### src/hpcd_consts.svh
// Purpose: Constants of the host port command and DMA block.
// Assumes: Host port byte addresses are three bits, core bus is APB.
// Notes:   Field positions are bit indexes inside their byte or word.
`ifndef HPCD_CONSTS_SVH
`define HPCD_CONSTS_SVH

// Host side byte register addresses.
`define HPCD_HA_CTRL      3'h0
`define HPCD_HA_CVR       3'h1
`define HPCD_HA_STAT      3'h2
`define HPCD_HA_IVR       3'h3
`define HPCD_HA_UNUSED    3'h4
`define HPCD_HA_HIGH      3'h5
`define HPCD_HA_MID       3'h6
`define HPCD_HA_LOW       3'h7

// Host side control fields.
`define HPCD_ICR_RX_REQUEST_ENABLE     0
`define HPCD_ICR_TX_REQUEST_ENABLE     1
`define HPCD_ICR_HF0      3
`define HPCD_ICR_HM_LO    5
`define HPCD_ICR_HM_HI    6
`define HPCD_CVR_HC       7
`define HPCD_HV_RESET     5'h12

// Core side APB byte offsets.
`define HPCD_PA_CTRL      12'h000
`define HPCD_PA_STAT      12'h004
`define HPCD_PA_RX        12'h008
`define HPCD_PA_TX        12'h00C

// Core side control fields.
`define HPCD_HCR_RXIE     0
`define HPCD_HCR_TXIE     1
`define HPCD_HCR_CMDIE    2

// Exception vector addresses.
`define HPCD_VEC_RX       16'h0020
`define HPCD_VEC_TX       16'h0022

// Strap capture delay after reset release, in cycles.
`define HPCD_STRAP_WAIT   2'h3

`endif

### src/hpcd_pkg.sv
// Purpose: Types shared by the host port command and DMA block.
// Assumes: Pin group is sampled as one unit by the synchroniser.
// Notes:   Active low pins carry _n.
package hpcd_pkg;

  typedef struct packed {
    logic       strap;
    logic       ack_n;
    logic       strobe_n;
    logic       rw;
    logic [2:0] addr;
    logic [7:0] data;
  } hpcd_pins_t;

  typedef struct packed {
    logic        req;
    logic [15:0] vector;
  } hpcd_exc_t;

  typedef enum logic [1:0] {
    SRC_NONE,
    SRC_RX,
    SRC_TX,
    SRC_CMD
  } hpcd_src_t;

endpackage : hpcd_pkg

### src/hpcd_sync.sv
// Purpose: Two flip-flop synchroniser for the host pin group.
// Assumes: Pins idle high, so reset loads ones.
// Notes:   Only the second stage is visible outside.
`timescale 1ns/1ps
module hpcd_sync (
  // Clock and reset.
  input  wire logic                pclk,
  input  wire logic                presetn,
  // Pins.
  input  wire hpcd_pkg::hpcd_pins_t pins_in,
  output hpcd_pkg::hpcd_pins_t     pins_out
);
  import hpcd_pkg::*;

  localparam int W = $bits(hpcd_pins_t);

  logic [W-1:0] meta_q;
  logic [W-1:0] sync_q;
  logic [W-1:0] raw;

  assign raw      = pins_in;
  assign pins_out = sync_q;

  for (genvar i = 0; i < W; i++) begin : g_bit
    always_ff @(posedge pclk or negedge presetn) begin
      if (!presetn) begin
        meta_q[i] <= 1'b1;
        sync_q[i] <= 1'b1;
      end else begin
        meta_q[i] <= raw[i];
        sync_q[i] <= meta_q[i];
      end
    end
  end

endmodule : hpcd_sync

### src/hpcd_top.sv
// Purpose: Byte-wide host port with command vectors and host DMA.
// Assumes: Core registers over APB, zero wait states.
// Notes:   Host pins are asynchronous and pass hpcd_sync first.
//
// How it works
// - Raise receive, transmit and command exceptions.
// - Command vector address is number doubled.
// - Command request sets core pending bit.
// - Command exception only with command enable.
// - Core acknowledge clears request and pending.
// - Host clearing request withdraws the command.
// - Byte register four reads zero.
// - Low transmit byte write starts word move.
// - Boot source strap visible to boot code.
// - Host flag zero visible to stop boot.
// - Transmit exception when empty and enabled.
// - Host low receive byte read clears full.
// - Core word moves to host receive bytes.
// - Receive request enable drives request pin.
// - DMA byte address from internal counter.
// - Polled access allowed with acknowledge off.
// - DMA request while empty, drop on acknowledge.
// - DMA byte latched when acknowledge deasserts.
// - Non-low DMA byte increments counter, rerequests.
// - Low DMA byte reloads counter from size.
// - Low byte clears empty; core read clears full.
// - Transmit request enable alone, with nonzero size, selects host to core DMA.
//
// Local design decisions: the APB interface to the registers and the placing of the registers.
`timescale 1ns/1ps
`include "hpcd_consts.svh"
module hpcd_top (
  // Clock and reset.
  input  wire logic                 pclk,
  input  wire logic                 presetn,
  // APB slave.
  input  wire logic                 psel,
  input  wire logic                 penable,
  input  wire logic                 pwrite,
  input  wire logic [11:0]          paddr,
  input  wire logic [31:0]          pwdata,
  output logic      [31:0]          prdata,
  output logic                      pready,
  output logic                      pslverr,
  // Host pins.
  input  wire hpcd_pkg::hpcd_pins_t pins,
  output logic      [7:0]           port_data_out,
  output logic                      port_data_oe,
  output logic                      request_pin_n,
  // Core exception logic.
  input  wire logic                 core_irq_enable,
  input  wire logic                 exc_ack,
  output hpcd_pkg::hpcd_exc_t       exc
);
  import hpcd_pkg::*;

  hpcd_pins_t s;
  logic       strobe_prev_q;
  logic       ack_prev_q;
  logic [7:0] ctrl_q;
  logic       hc_q;
  logic [4:0] hv_q;
  logic [7:0] ivr_q;
  logic [7:0] tx_byte_q [3];
  logic       host_tx_empty_q;
  logic [2:0] dma_addr_q;
  logic       core_rx_full_q;
  logic [23:0] core_rx_q;
  logic       core_tx_empty_q;
  logic [23:0] core_tx_q;
  logic [23:0] rx_q;
  logic       host_rx_full_q;
  logic [2:0] core_ctrl_q;
  logic [1:0] strap_cnt_q;
  logic       boot_ext_q;
  logic [7:0] port_data_q;
  logic [31:0] prdata_q;
  hpcd_exc_t  exc_q;
  hpcd_src_t  src_q;
  hpcd_src_t  src_d;
  logic       strb_end;
  logic       ack_end;
  logic       host_wr;
  logic       host_rd;
  logic       dma_h2c;
  logic       dma_wr;
  logic       tx_wr;
  logic [2:0] tx_wr_addr;
  logic       ctrl_wr;
  logic       h2c_xfer;
  logic       c2h_xfer;
  logic       apb_wr;
  logic       apb_rd;
  logic       core_rx_rd;
  logic       core_tx_wr;
  logic       mapped;
  logic       cmd_ack;
  logic       request;
  logic [2:0] dma_start;
  logic [1:0] hm;
  logic [1:0] hm_sel;
  logic [7:0] host_rdata;
  logic [31:0] apb_rdata;

  hpcd_sync u_sync (
    .pclk     (pclk),
    .presetn  (presetn),
    .pins_in  (pins),
    .pins_out (s)
  );

  always_ff @(posedge pclk or negedge presetn) begin
    if (!presetn) begin
      strobe_prev_q <= 1'b1;
      ack_prev_q    <= 1'b1;
    end else begin
      strobe_prev_q <= s.strobe_n;
      ack_prev_q    <= s.ack_n;
    end
  end

  // Host accesses complete on the strobe's trailing edge.
  assign strb_end = !strobe_prev_q && s.strobe_n;
  assign ack_end  = !ack_prev_q && s.ack_n;
  assign host_wr  = strb_end && !s.rw && s.ack_n;
  assign host_rd  = strb_end && s.rw && s.ack_n;
  assign hm       = {ctrl_q[`HPCD_ICR_HM_HI], ctrl_q[`HPCD_ICR_HM_LO]};
  assign dma_h2c  = ctrl_q[`HPCD_ICR_TX_REQUEST_ENABLE] && !ctrl_q[`HPCD_ICR_RX_REQUEST_ENABLE]
                    && (hm != 2'h0);
  assign dma_wr   = dma_h2c && ack_end;
  assign tx_wr_addr = dma_wr ? dma_addr_q : s.addr;
  assign tx_wr    = dma_wr || (host_wr && s.addr >= `HPCD_HA_HIGH);
  assign ctrl_wr  = host_wr && s.addr == `HPCD_HA_CTRL;
  assign h2c_xfer = !host_tx_empty_q && !core_rx_full_q;
  assign c2h_xfer = !host_rx_full_q && !core_tx_empty_q && !core_tx_wr;
  assign cmd_ack  = exc_ack && src_q == SRC_CMD;
  // A control write reloads the counter from the size being written.
  assign hm_sel   = ctrl_wr ? {s.data[`HPCD_ICR_HM_HI],
                               s.data[`HPCD_ICR_HM_LO]} : hm;

  always_comb begin
    unique case (hm_sel)
      2'h2:    dma_start = `HPCD_HA_MID;
      2'h3:    dma_start = `HPCD_HA_LOW;
      default: dma_start = `HPCD_HA_HIGH;
    endcase
  end

  always_ff @(posedge pclk or negedge presetn) begin
    if (!presetn) begin
      ctrl_q <= 8'h00;
      ivr_q  <= 8'h00;
    end else if (host_wr) begin
      if (s.addr == `HPCD_HA_CTRL) begin
        ctrl_q <= s.data;
      end
      if (s.addr == `HPCD_HA_IVR) begin
        ivr_q <= s.data;
      end
    end
  end

  // A host write of the vector register wins over a core acknowledge.
  always_ff @(posedge pclk or negedge presetn) begin
    if (!presetn) begin
      hc_q <= 1'b0;
      hv_q <= `HPCD_HV_RESET;
    end else if (host_wr && s.addr == `HPCD_HA_CVR) begin
      hc_q <= s.data[`HPCD_CVR_HC];
      hv_q <= s.data[4:0];
    end else if (cmd_ack) begin
      hc_q <= 1'b0;
    end
  end

  always_ff @(posedge pclk or negedge presetn) begin
    if (!presetn) begin
      tx_byte_q[0] <= 8'h00;
      tx_byte_q[1] <= 8'h00;
      tx_byte_q[2] <= 8'h00;
    end else if (tx_wr) begin
      unique case (tx_wr_addr)
        `HPCD_HA_HIGH: tx_byte_q[0] <= s.data;
        `HPCD_HA_MID:  tx_byte_q[1] <= s.data;
        default:       tx_byte_q[2] <= s.data;
      endcase
    end
  end

  always_ff @(posedge pclk or negedge presetn) begin
    if (!presetn) begin
      host_tx_empty_q <= 1'b1;
    end else if (h2c_xfer) begin
      host_tx_empty_q <= 1'b1;
    end else if (tx_wr && tx_wr_addr == `HPCD_HA_LOW) begin
      host_tx_empty_q <= 1'b0;
    end
  end

  always_ff @(posedge pclk or negedge presetn) begin
    if (!presetn) begin
      dma_addr_q <= `HPCD_HA_HIGH;
    end else if (ctrl_wr || h2c_xfer) begin
      dma_addr_q <= dma_start;
    end else if (dma_wr) begin
      if (dma_addr_q == `HPCD_HA_LOW) begin
        dma_addr_q <= dma_start;
      end else begin
        dma_addr_q <= dma_addr_q + 3'h1;
      end
    end
  end

  // Word toward the core; the core read frees the receive register.
  always_ff @(posedge pclk or negedge presetn) begin
    if (!presetn) begin
      core_rx_full_q    <= 1'b0;
      core_rx_q <= 24'h000000;
    end else if (h2c_xfer) begin
      core_rx_full_q    <= 1'b1;
      core_rx_q <= {tx_byte_q[0], tx_byte_q[1], tx_byte_q[2]};
    end else if (core_rx_rd) begin
      core_rx_full_q    <= 1'b0;
    end
  end

  // Word toward the host.
  always_ff @(posedge pclk or negedge presetn) begin
    if (!presetn) begin
      core_tx_empty_q    <= 1'b1;
      core_tx_q <= 24'h000000;
    end else if (core_tx_wr) begin
      core_tx_empty_q    <= 1'b0;
      core_tx_q <= pwdata[23:0];
    end else if (c2h_xfer) begin
      core_tx_empty_q    <= 1'b1;
    end
  end

  always_ff @(posedge pclk or negedge presetn) begin
    if (!presetn) begin
      host_rx_full_q <= 1'b0;
      rx_q   <= 24'h000000;
    end else if (c2h_xfer) begin
      host_rx_full_q <= 1'b1;
      rx_q   <= core_tx_q;
    end else if (host_rd && s.addr == `HPCD_HA_LOW) begin
      host_rx_full_q <= 1'b0;
    end
  end

  // Boot source strap is taken once the synchroniser has filled.
  always_ff @(posedge pclk or negedge presetn) begin
    if (!presetn) begin
      strap_cnt_q <= 2'h0;
      boot_ext_q  <= 1'b0;
    end else if (strap_cnt_q != `HPCD_STRAP_WAIT) begin
      strap_cnt_q <= strap_cnt_q + 2'h1;
      if (strap_cnt_q == `HPCD_STRAP_WAIT - 2'h1) begin
        boot_ext_q <= s.strap;
      end
    end
  end

  always_comb begin
    unique case (s.addr)
      `HPCD_HA_CTRL: host_rdata = ctrl_q;
      `HPCD_HA_CVR:  host_rdata = {hc_q, 2'h0, hv_q};
      `HPCD_HA_STAT: host_rdata = {request, 5'h00, host_tx_empty_q, host_rx_full_q};
      `HPCD_HA_IVR:  host_rdata = ivr_q;
      `HPCD_HA_HIGH: host_rdata = rx_q[23:16];
      `HPCD_HA_MID:  host_rdata = rx_q[15:8];
      `HPCD_HA_LOW:  host_rdata = rx_q[7:0];
      default:       host_rdata = 8'h00;
    endcase
  end

  always_ff @(posedge pclk or negedge presetn) begin
    if (!presetn) begin
      port_data_q <= 8'h00;
    end else begin
      port_data_q <= host_rdata;
    end
  end

  assign port_data_out = port_data_q;
  assign port_data_oe  = !s.strobe_n && s.rw && s.ack_n;

  // The acknowledge release cycle is masked so a finished low byte
  // cannot glitch the request before the empty flag falls.
  always_comb begin
    if (dma_h2c) begin
      request = host_tx_empty_q && s.ack_n && ack_prev_q;
    end else begin
      request = (ctrl_q[`HPCD_ICR_RX_REQUEST_ENABLE] && host_rx_full_q)
                || (ctrl_q[`HPCD_ICR_TX_REQUEST_ENABLE] && host_tx_empty_q);
    end
  end
  assign request_pin_n = !request;

  // APB slave, zero wait states.
  assign apb_wr     = psel && penable && pwrite;
  assign apb_rd     = psel && penable && !pwrite;
  assign core_rx_rd = apb_rd && paddr == `HPCD_PA_RX;
  assign core_tx_wr = apb_wr && paddr == `HPCD_PA_TX;
  assign mapped     = paddr == `HPCD_PA_CTRL || paddr == `HPCD_PA_STAT
                      || paddr == `HPCD_PA_RX || paddr == `HPCD_PA_TX;
  assign pready     = 1'b1;
  assign pslverr    = psel && penable && !mapped;
  assign prdata     = prdata_q;

  always_comb begin
    unique case (paddr)
      `HPCD_PA_CTRL: apb_rdata = {29'h0, core_ctrl_q};
      `HPCD_PA_STAT: apb_rdata = {27'h0, boot_ext_q,
                                  ctrl_q[`HPCD_ICR_HF0],
                                  hc_q,
                                  core_tx_empty_q, core_rx_full_q};
      `HPCD_PA_RX:   apb_rdata = {8'h00, core_rx_q};
      default:       apb_rdata = 32'h0;
    endcase
  end

  always_ff @(posedge pclk or negedge presetn) begin
    if (!presetn) begin
      prdata_q <= 32'h0;
    end else if (psel && !penable) begin
      prdata_q <= apb_rdata;
    end
  end

  always_ff @(posedge pclk or negedge presetn) begin
    if (!presetn) begin
      core_ctrl_q <= 3'h0;
    end else if (apb_wr && paddr == `HPCD_PA_CTRL) begin
      core_ctrl_q <= pwdata[2:0];
    end
  end

  // Exception source, receive first, then transmit, then command.
  always_comb begin
    src_d = SRC_NONE;
    if (core_irq_enable) begin
      if (core_rx_full_q && core_ctrl_q[`HPCD_HCR_RXIE]) begin
        src_d = SRC_RX;
      end else if (core_tx_empty_q && core_ctrl_q[`HPCD_HCR_TXIE]) begin
        src_d = SRC_TX;
      end else if (hc_q && core_ctrl_q[`HPCD_HCR_CMDIE]) begin
        src_d = SRC_CMD;
      end
    end
  end

  always_ff @(posedge pclk or negedge presetn) begin
    if (!presetn) begin
      src_q <= SRC_NONE;
      exc_q <= '0;
    end else begin
      src_q     <= src_d;
      exc_q.req <= src_d != SRC_NONE;
      unique case (src_d)
        SRC_RX:   exc_q.vector <= `HPCD_VEC_RX;
        SRC_TX:   exc_q.vector <= `HPCD_VEC_TX;
        SRC_CMD:  exc_q.vector <= {10'h000, hv_q, 1'b0};
        SRC_NONE: exc_q.vector <= 16'h0000;
      endcase
    end
  end
  assign exc = exc_q;
endmodule : hpcd_top

### config.mk
export PLATFORM = sky130hd
export DESIGN_NAME = hpcd_top
export DESIGN_NICKNAME = d
export VERILOG_FILES = /design/src/hpcd_pkg.sv /design/src/hpcd_sync.sv /design/src/hpcd_top.sv
export VERILOG_INCLUDE_DIRS = /design/src
export SDC_FILE = /design/constraint.sdc
export NUM_CORES = 1
export LEC_CHECK = 0
export ABC_AREA = 1
export BUFFER_PORTS_ARGS = -buffer_cell sky130_fd_sc_hd__buf_2
export CAP_MARGIN = 30
export CELL_PAD_IN_SITES_DETAIL_PLACEMENT = 1
export CELL_PAD_IN_SITES_GLOBAL_PLACEMENT = 1
export CORE_AREA = 3 3 140 142
export CTS_BUF_LIST = sky130_fd_sc_hd__clkbuf_8
export DETAILED_ROUTE_END_ITERATION = 8
export DIE_AREA = 0 0 143 145
export GPL_TIMING_DRIVEN = 1
export PLACE_DENSITY_LB_ADDON = 0.2
export RECOVER_POWER = 25
export SLEW_MARGIN = 20
export SYNTH_ARGS = -nofsm -noshare
export SYNTH_HDL_FRONTEND = slang
export SYNTH_HIERARCHICAL = 1
export SYNTH_SLANG_ARGS = --single-unit
### constraint.sdc
create_clock -name pclk -period 1.9 [get_ports pclk]
set_input_delay 0.19 -clock pclk [delete_from_list [all_inputs] [get_ports pclk]]
set_output_delay 0.19 -clock pclk [all_outputs]
set_load 0.005 [all_outputs]
==> impl_metrics.yaml, run 1 <==
detailed_routing:
  drt-total-wl_um: 20170
  drc_errors: 0
  wire_per_inst_um: 15.71
  drtAntennaViolNets: 0
  vias_per_cell: 4.876
  vias: 6261
  drt-pass1-iter-count: 4
  dr.first_iter.drc_count: 223
sta:
  setup_viol: 0
  rsz0062_at_grt: "yes"
  period_share_pct: 94.97
  slew_violations: 55
  fmax_ghz: 0.5542
  min_period_ps: 1804
  slew_headroom_pct: -2.797
  tns_ps: 0
  finalHoldViolations: 0
  worst_slew_pin_slew_ps: 1542
  clock_skew_ps: 21.64
  setup_slack_ps: 95.64
grt:
  grt_pass1_vias: 6593
  grt_overflow_total: 0
  grt_pass1_wl_um: 33080
  track_usage_pct: 19.43
  antenna_found_initial: 0
  grt_max_degree: 57
layout:
  fin_cells: 1284
  layout_commonest_cell: "nand2_1"
  final_nets: 1095
  final_cell_mix: "nand2_1, dfrtp_1, inv_1, buf_2, o21ai_0"
  post-route-util_pct: 55.29
  layout-drive-gt1-share_pct: 23.52
  area_growth_syn_to_layout_pct: 24.62
  n_antenna_cell: 0
critical_path:
  startpoint_type: "register"
  cp-startpoint: "u_sync/pins_out[13]$_DFF_PN1_"
  r2r_setup_slack_ps: 100
  cp.arrival_ps: 2200
  crit_required_ps: 2300
  cp_max_fo: 6
  endpoint_kind: "register"
  critical_path_class: "register to register"
  r2r_start: "u_sync/pins_out[13]$_DFF_PN1_"
run:
  max_cap_viol_count: 1
floorplanning:
  die_h_um: 145
  fp-row-count: 50
  die_area_sq_um: 20740
  fp.dieW_um: 143
  ios: 127
  initial_core_util_pct: 44.37
  coreArea_sq_um: 18580
logic_synthesis:
  syn_area_per_cell_sq_um: 9.722
  async_reset_ff_share_pct: 100.0
  syn_area_sq_um: 8244
  ys_warn_count: 6
  ys_seq_elements: 203
  ys_dominant_reg_cell: "dfrtp_1"
  synth_edf_count: 0
  synthesis.instances: 848
  ys_seq_area_share_pct: 62.19
  synth_cell_types: 43
clocking:
  h-tree-depth: 2
  cts_buffers: 35
  clkTransAtPathRegs_ps: 60
  cts_root_buf: "clkbuf_8"
  tritoncts: "yes"
  clock_sinks: 203
  clk_latency_ps: 520
  clk_path_buf_depth: 3
place:
  place_congestion: 0.8172
  hpwlAfterDp_um: 13660
  io_buffer_count: 98
  dp.cells: 1170
  pre_cts_slack_ps: -58.02
power:
  power_uw: 10090
  power_density_nw_per_um2: 982.0
  ir_worst_vdd_mv: 0.6977
  p_leak_uw: 0.005237
outcome:
  outcome: "finished, violations left"
  violations: "capacitance limit, slew limit"
hold_path:
  min_from: "pwrite"
  hp-class: "input port to register"
-- per-stage QoR --
step / instance area [sq um] / hold WS, ps
after global placement: 9010 / 203.8
after floorplan: 8312 / -105.6
after CTS: 10150 / 24.29
after detailed placement: 9010 / 202.0
after global routing: 10270 / 75.10
final: 10270 / 55.15
-- metal layers --
metal | track usage (%) | vias to the layer above | routed length [um]
met5 | 0 | - | 0
met2 | 32.57 | 137 | 9684
li1 | - | 3062 | -
met3 | 3.823 | 50 | 801
met1 | 25.81 | 3012 | 9150
met4 | 5.181 | 0 | 530
-- cell usage after synthesis, types with 2 or more instances --
cell type,count,area [sq um]
a21oi_1,32,160.2
a22o_1,5,43.79
a22oi_1,7,52.55
buf_2,7,35.03
buf_4,22,165.2
buf_6,5,56.30
clkbuf_1,13,48.80
clkinv_1,2,7.510
conb_1,2,7.510
dfrtp_1,165,4129
dfstp_2,38,998.5
ha_1,3,37.54
inv_1,95,356.6
mux2_2,3,33.78
nand2_1,218,818.3
nand3_1,37,185.2
nand3_2,3,30.03
nand4_1,11,68.82
nor2_1,41,153.9
nor2_2,3,18.77
nor2_4,2,22.52
nor3_1,7,35.03
o2111ai_1,3,26.28
o21ai_0,84,420.4
o21ai_2,5,43.79
o31ai_1,18,135.1
-- sequential cells by signal, indices dropped and copies added, names as in the netlist, 8 cells and up --
register         cells
u_sync/meta_q       15
rx_q                24
core_rx_q           24
tx_byte_q           24
core_tx_q           24
u_sync/pins_out     15
ctrl_q               8
prdata              24
ivr_q                8
port_data_out        8
-- area by class of cell --
class | count | area, sq um
clock buffers | 42 | 578.1
clock inverters | 19 | 106.4
fillers | 2108 | 8307
inverters | 98 | 374.1
multi-input cells | 517 | 2597
flip-flops and latches | 203 | 5127
well taps | 234 | 292.8
repair buffers | 170 | 1192
repair inverters | 1 | 5.005
-- cells by family (layout without fill, tap and decap cells) --
| kind of cell | after synthesis | in the layout | synth area share [%] |
|---|---|---|---|
| mux | 3 | 3 | 0.4097 |
| other cells | 2 | 20 | 0.09109 |
| simple gates | 330 | 331 | 17.30 |
| fa+ha+maj | 3 | 3 | 0.4554 |
| buf+inv | 147 | 330 | 8.302 |
| flops | 203 | 203 | 62.19 |
| compound gates | 159 | 159 | 11.14 |
| xor+xnor | 1 | 1 | 0.1063 |
-- power by group --
group / switching [uW] / internal [uW] / total [uW] / leakage [uW]
Sequential: 327 / 4870 / 5200 / 0.00246
Clock: 1710 / 2130 / 3840 / 0.000406
Combinational: 593 / 455 / 1050 / 0.00237
-- worst paths after layout --
| check | cells after the start | end |
|---|---|---|
| hold reg to reg | 0 | u_sync/pins_out[0]$_DFF_PN1_ |
| setup reg to reg | 7 | tx_byte_q[9]$_DFFE_PN0P_ |
| min in group asynchronous | 2 | prdata[1]$_DFFE_PN0P_ |
| max in group asynchronous | 3 | u_sync/meta_q[6]$_DFF_PN1_ |
| hold / removal | 5 | core_rx_full_q$_DFFE_PN0P_ |
| setup / recovery | 7 | tx_byte_q[9]$_DFFE_PN0P_ |
-- worst max-delay path, cell delays in order (launching register included) --
cell	delay [ps]
dfstp_2	570
inv_2	60
nor2_4	210
nand3_4	140
nand2_4	170
clkinvlp_2	250
o21ai_0	220
nand2_1	70
-- timing repair --
action                                  4_1_cts  5_1_grt
pin swaps                                     1        8
gates cloned                                  0        2
hold buffers                                 42        0
endpoints found under the setup margin       10       26
gates resized for setup                       4       19
hold endpoints to repair                     94        0
setup buffers                                 2        7
Note: power is estimated with default switching activity, not from simulation.
==> inputs of run 2 (changes only) <==
--- a/config.mk
+++ b/config.mk
@@ -11,10 +11,9 @@
 export CAP_MARGIN = 30
 export CELL_PAD_IN_SITES_DETAIL_PLACEMENT = 1
 export CELL_PAD_IN_SITES_GLOBAL_PLACEMENT = 1
-export CORE_AREA = 3 3 140 142
-export CTS_BUF_LIST = sky130_fd_sc_hd__clkbuf_8
+export CORE_AREA = 3 3 143 145
 export DETAILED_ROUTE_END_ITERATION = 8
-export DIE_AREA = 0 0 143 145
+export DIE_AREA = 0 0 146 148
 export GPL_TIMING_DRIVEN = 1
 export PLACE_DENSITY_LB_ADDON = 0.2
 export RECOVER_POWER = 25
==> run 2 against run 1 <==
Effect of this change:
- the run now ends clean
- clock power rose by 16%
- sequential share of layout area fell by 0.58 points
- non-clock buffer count fell by 7
==> impl_metrics.yaml, run 2 (same netlist as run 1, synthesis figures left out) <==
power:
  p_switching_uw: 2659
  power_frac_clock_pct: 41.5
  power_frac_comb_pct: 9.9
  ir_worst_vdd_mv: 0.6259
  seqPwrFrac_pct: 48.5
  switching_share_pct: 24.78
  power_density_nw_per_um2: 1032
  p_leak_uw: 0.005189
  power_uw: 10730
  power.internal_uw: 8071
sta:
  rsz0062_at_grt: "yes"
  min_period_ps: 1827
  clock_skew_ps: 21.03
  setup_viol: 0
  slew_headroom_pct: 27.91
  period_share_pct: 96.18
  fmax_ghz: 0.5472
  slew_violations: 0
  finalHoldViolations: 0
  worst_slew_pin_slew_ps: 1081
grt:
  grt_pass1_wl_um: 33130
  grt_overflow_total: 0
  grt_max_degree: 67
  grt_pass1_vias: 6606
  antenna_found_initial: 0
  track_usage_pct: 18.51
critical_path:
  crit_required_ps: 2280
  critical_path_class: "register to register"
  crit_family: "simple AND/OR/NAND/NOR gates"
  cp.arrival_ps: 2210
  cp_max_fo: 8
  crit_top_cell: "nand3_4"
  startpoint_type: "register"
  crit_chain: "inv_2 > nor2_4 > nand3_4 > nand2_4 > nand2_4 > buf_12 > nand3_4 > nand3_4 > nand2_1 > nand2_1"
  cp_slowest_stage_delay_ps: 570
  critPathBufInv: 2
  endpoint_kind: "register"
  crit_slowest_cell: "dfstp_2"
detailed_routing:
  drt-total-wl_um: 20340
  drt-pass1-iter-count: 4
  wire_per_inst_um: 15.79
  drc_errors: 0
  drtAntennaViolNets: 0
  dr.first_iter.drc_count: 222
  vias_per_cell: 4.867
  vias: 6269
floorplanning:
  die_area_sq_um: 21610
  fp-row-count: 51
  initial_core_util_pct: 42.64
  die_h_um: 148
  ios: 127
  fp.dieW_um: 146
  coreArea_sq_um: 19330
layout:
  n_antenna_cell: 0
  nFillCells: 2196
  area_growth_syn_to_layout_pct: 26.07
  design_area_sq_um: 10390
  final_nets: 1076
  layout_commonest_cell: "nand2_1"
  layout-drive-gt1-share_pct: 23.07
  final_cell_mix: "nand2_1, dfrtp_1, buf_2, inv_1, o21ai_0"
clocking:
  h-tree-depth: 1
  cts_root_buf: "clkbuf_16"
  tritoncts: "yes"
  clk_path_buf_depth: 3
  clkTransAtPathRegs_ps: 60
  clock_sinks: 203
  cts_buffers: 22
  clk_latency_ps: 500
place:
  io_buffer_count: 98
  place_congestion: 0.7975
  hpwlAfterDp_um: 13400
  placed_area_sq_um: 9011
hold_path:
  hp-class: "input port to register"
run:
  max_cap_viol_count: 0
outcome:
  outcome: "completed"
[run 2: cell count changes in the layout (fill, tap and decap cells not counted), sizes merged]
cell / change
bufinv: +2
dlygate4sd3: -1
clkbuf: -13
clkinvlp: +2
nand3: +1
clkinv: +6
buf: -6
inv: -18
[run 2: per-stage QoR]
stage	util (%)	TNS (ps)	hold slack (ps)	instances	worst slack, ps
final	53.76	0	31.46	1288	72.59
after global routing	53.76	-585.2	61.06	1288	-61.23
after CTS	52.89	0	16.63	1278	9.302
after global placement	46.61	0	138.2	1196	38.12
after floorplan	-	0	-105.6	866	251.2
after detailed placement	46.61	-127.2	144.7	1196	-41.49
[run 2: power by group through the flow]
stage	Sequential, uW	Combinational, uW	Clock (uW)
3_3_place_gp	5250	899	0
2_1_floorplan	5150	589	0
5_1_grt	5270	1230	4720
4_1_cts	5200	1030	4560
6_report	5210	1070	4450
3_5_place_dp	5270	942	0
[run 2: layer usage]
layer / routed length, um / track usage (%)
met5: 0 / 0
met4: 362 / 4.845
met3: 724 / 2.514
met2: 9954 / 31.98
met1: 9299 / 24.86
[run 2: layout make-up]
class / count / area (sq um) / share of cell area (%)
repair inverters: 1 / 5.005 / 0.04815
clock inverters: 11 / 141.4 / 1.360
flip-flops and latches: 203 / 5127 / 49.33
inverters: 98 / 376.6 / 3.623
well taps: 265 / 331.6 / 3.190
repair buffers: 163 / 1166 / 11.22
multi-input cells: 518 / 2618 / 25.18
clock buffers: 29 / 628.1 / 6.043
[run 2: final timing paths]
kind	to	slack, ps	from	cells past startpoint
worst max-delay path	tx_byte_q[6]$_DFFE_PN0P_	70	u_sync/pins_out[13]$_DFF_PN1_	10
worst min-delay path	prdata[23]$_DFFE_PN0P_	30	penable	4
worst max register to register	tx_byte_q[6]$_DFFE_PN0P_	70	u_sync/pins_out[13]$_DFF_PN1_	10
worst min register to register	u_sync/pins_out[0]$_DFF_PN1_	350	u_sync/meta_q[0]$_DFF_PN1_	0
max in group asynchronous	rx_q[17]$_DFFE_PN0P_	540	presetn	3
min in group asynchronous	prdata[16]$_DFFE_PN0P_	460	presetn	2
[run 2: what timing repair did]
item / in CTS / in global routing
resized for setup: 3 / 21
endpoints found under the setup margin: 9 / 28
setup buffers: 1 / 7
hold buffers: 41 / 0
endpoints found under the hold margin: 101 / 0
pin swaps: 1 / 16
cloned: 0 / 3
[run 2: tightest hold or removal path: stages]
cell and delay, ps:
buf_2 100, nor2_1 70, nand3_1 80, nand2_1 40
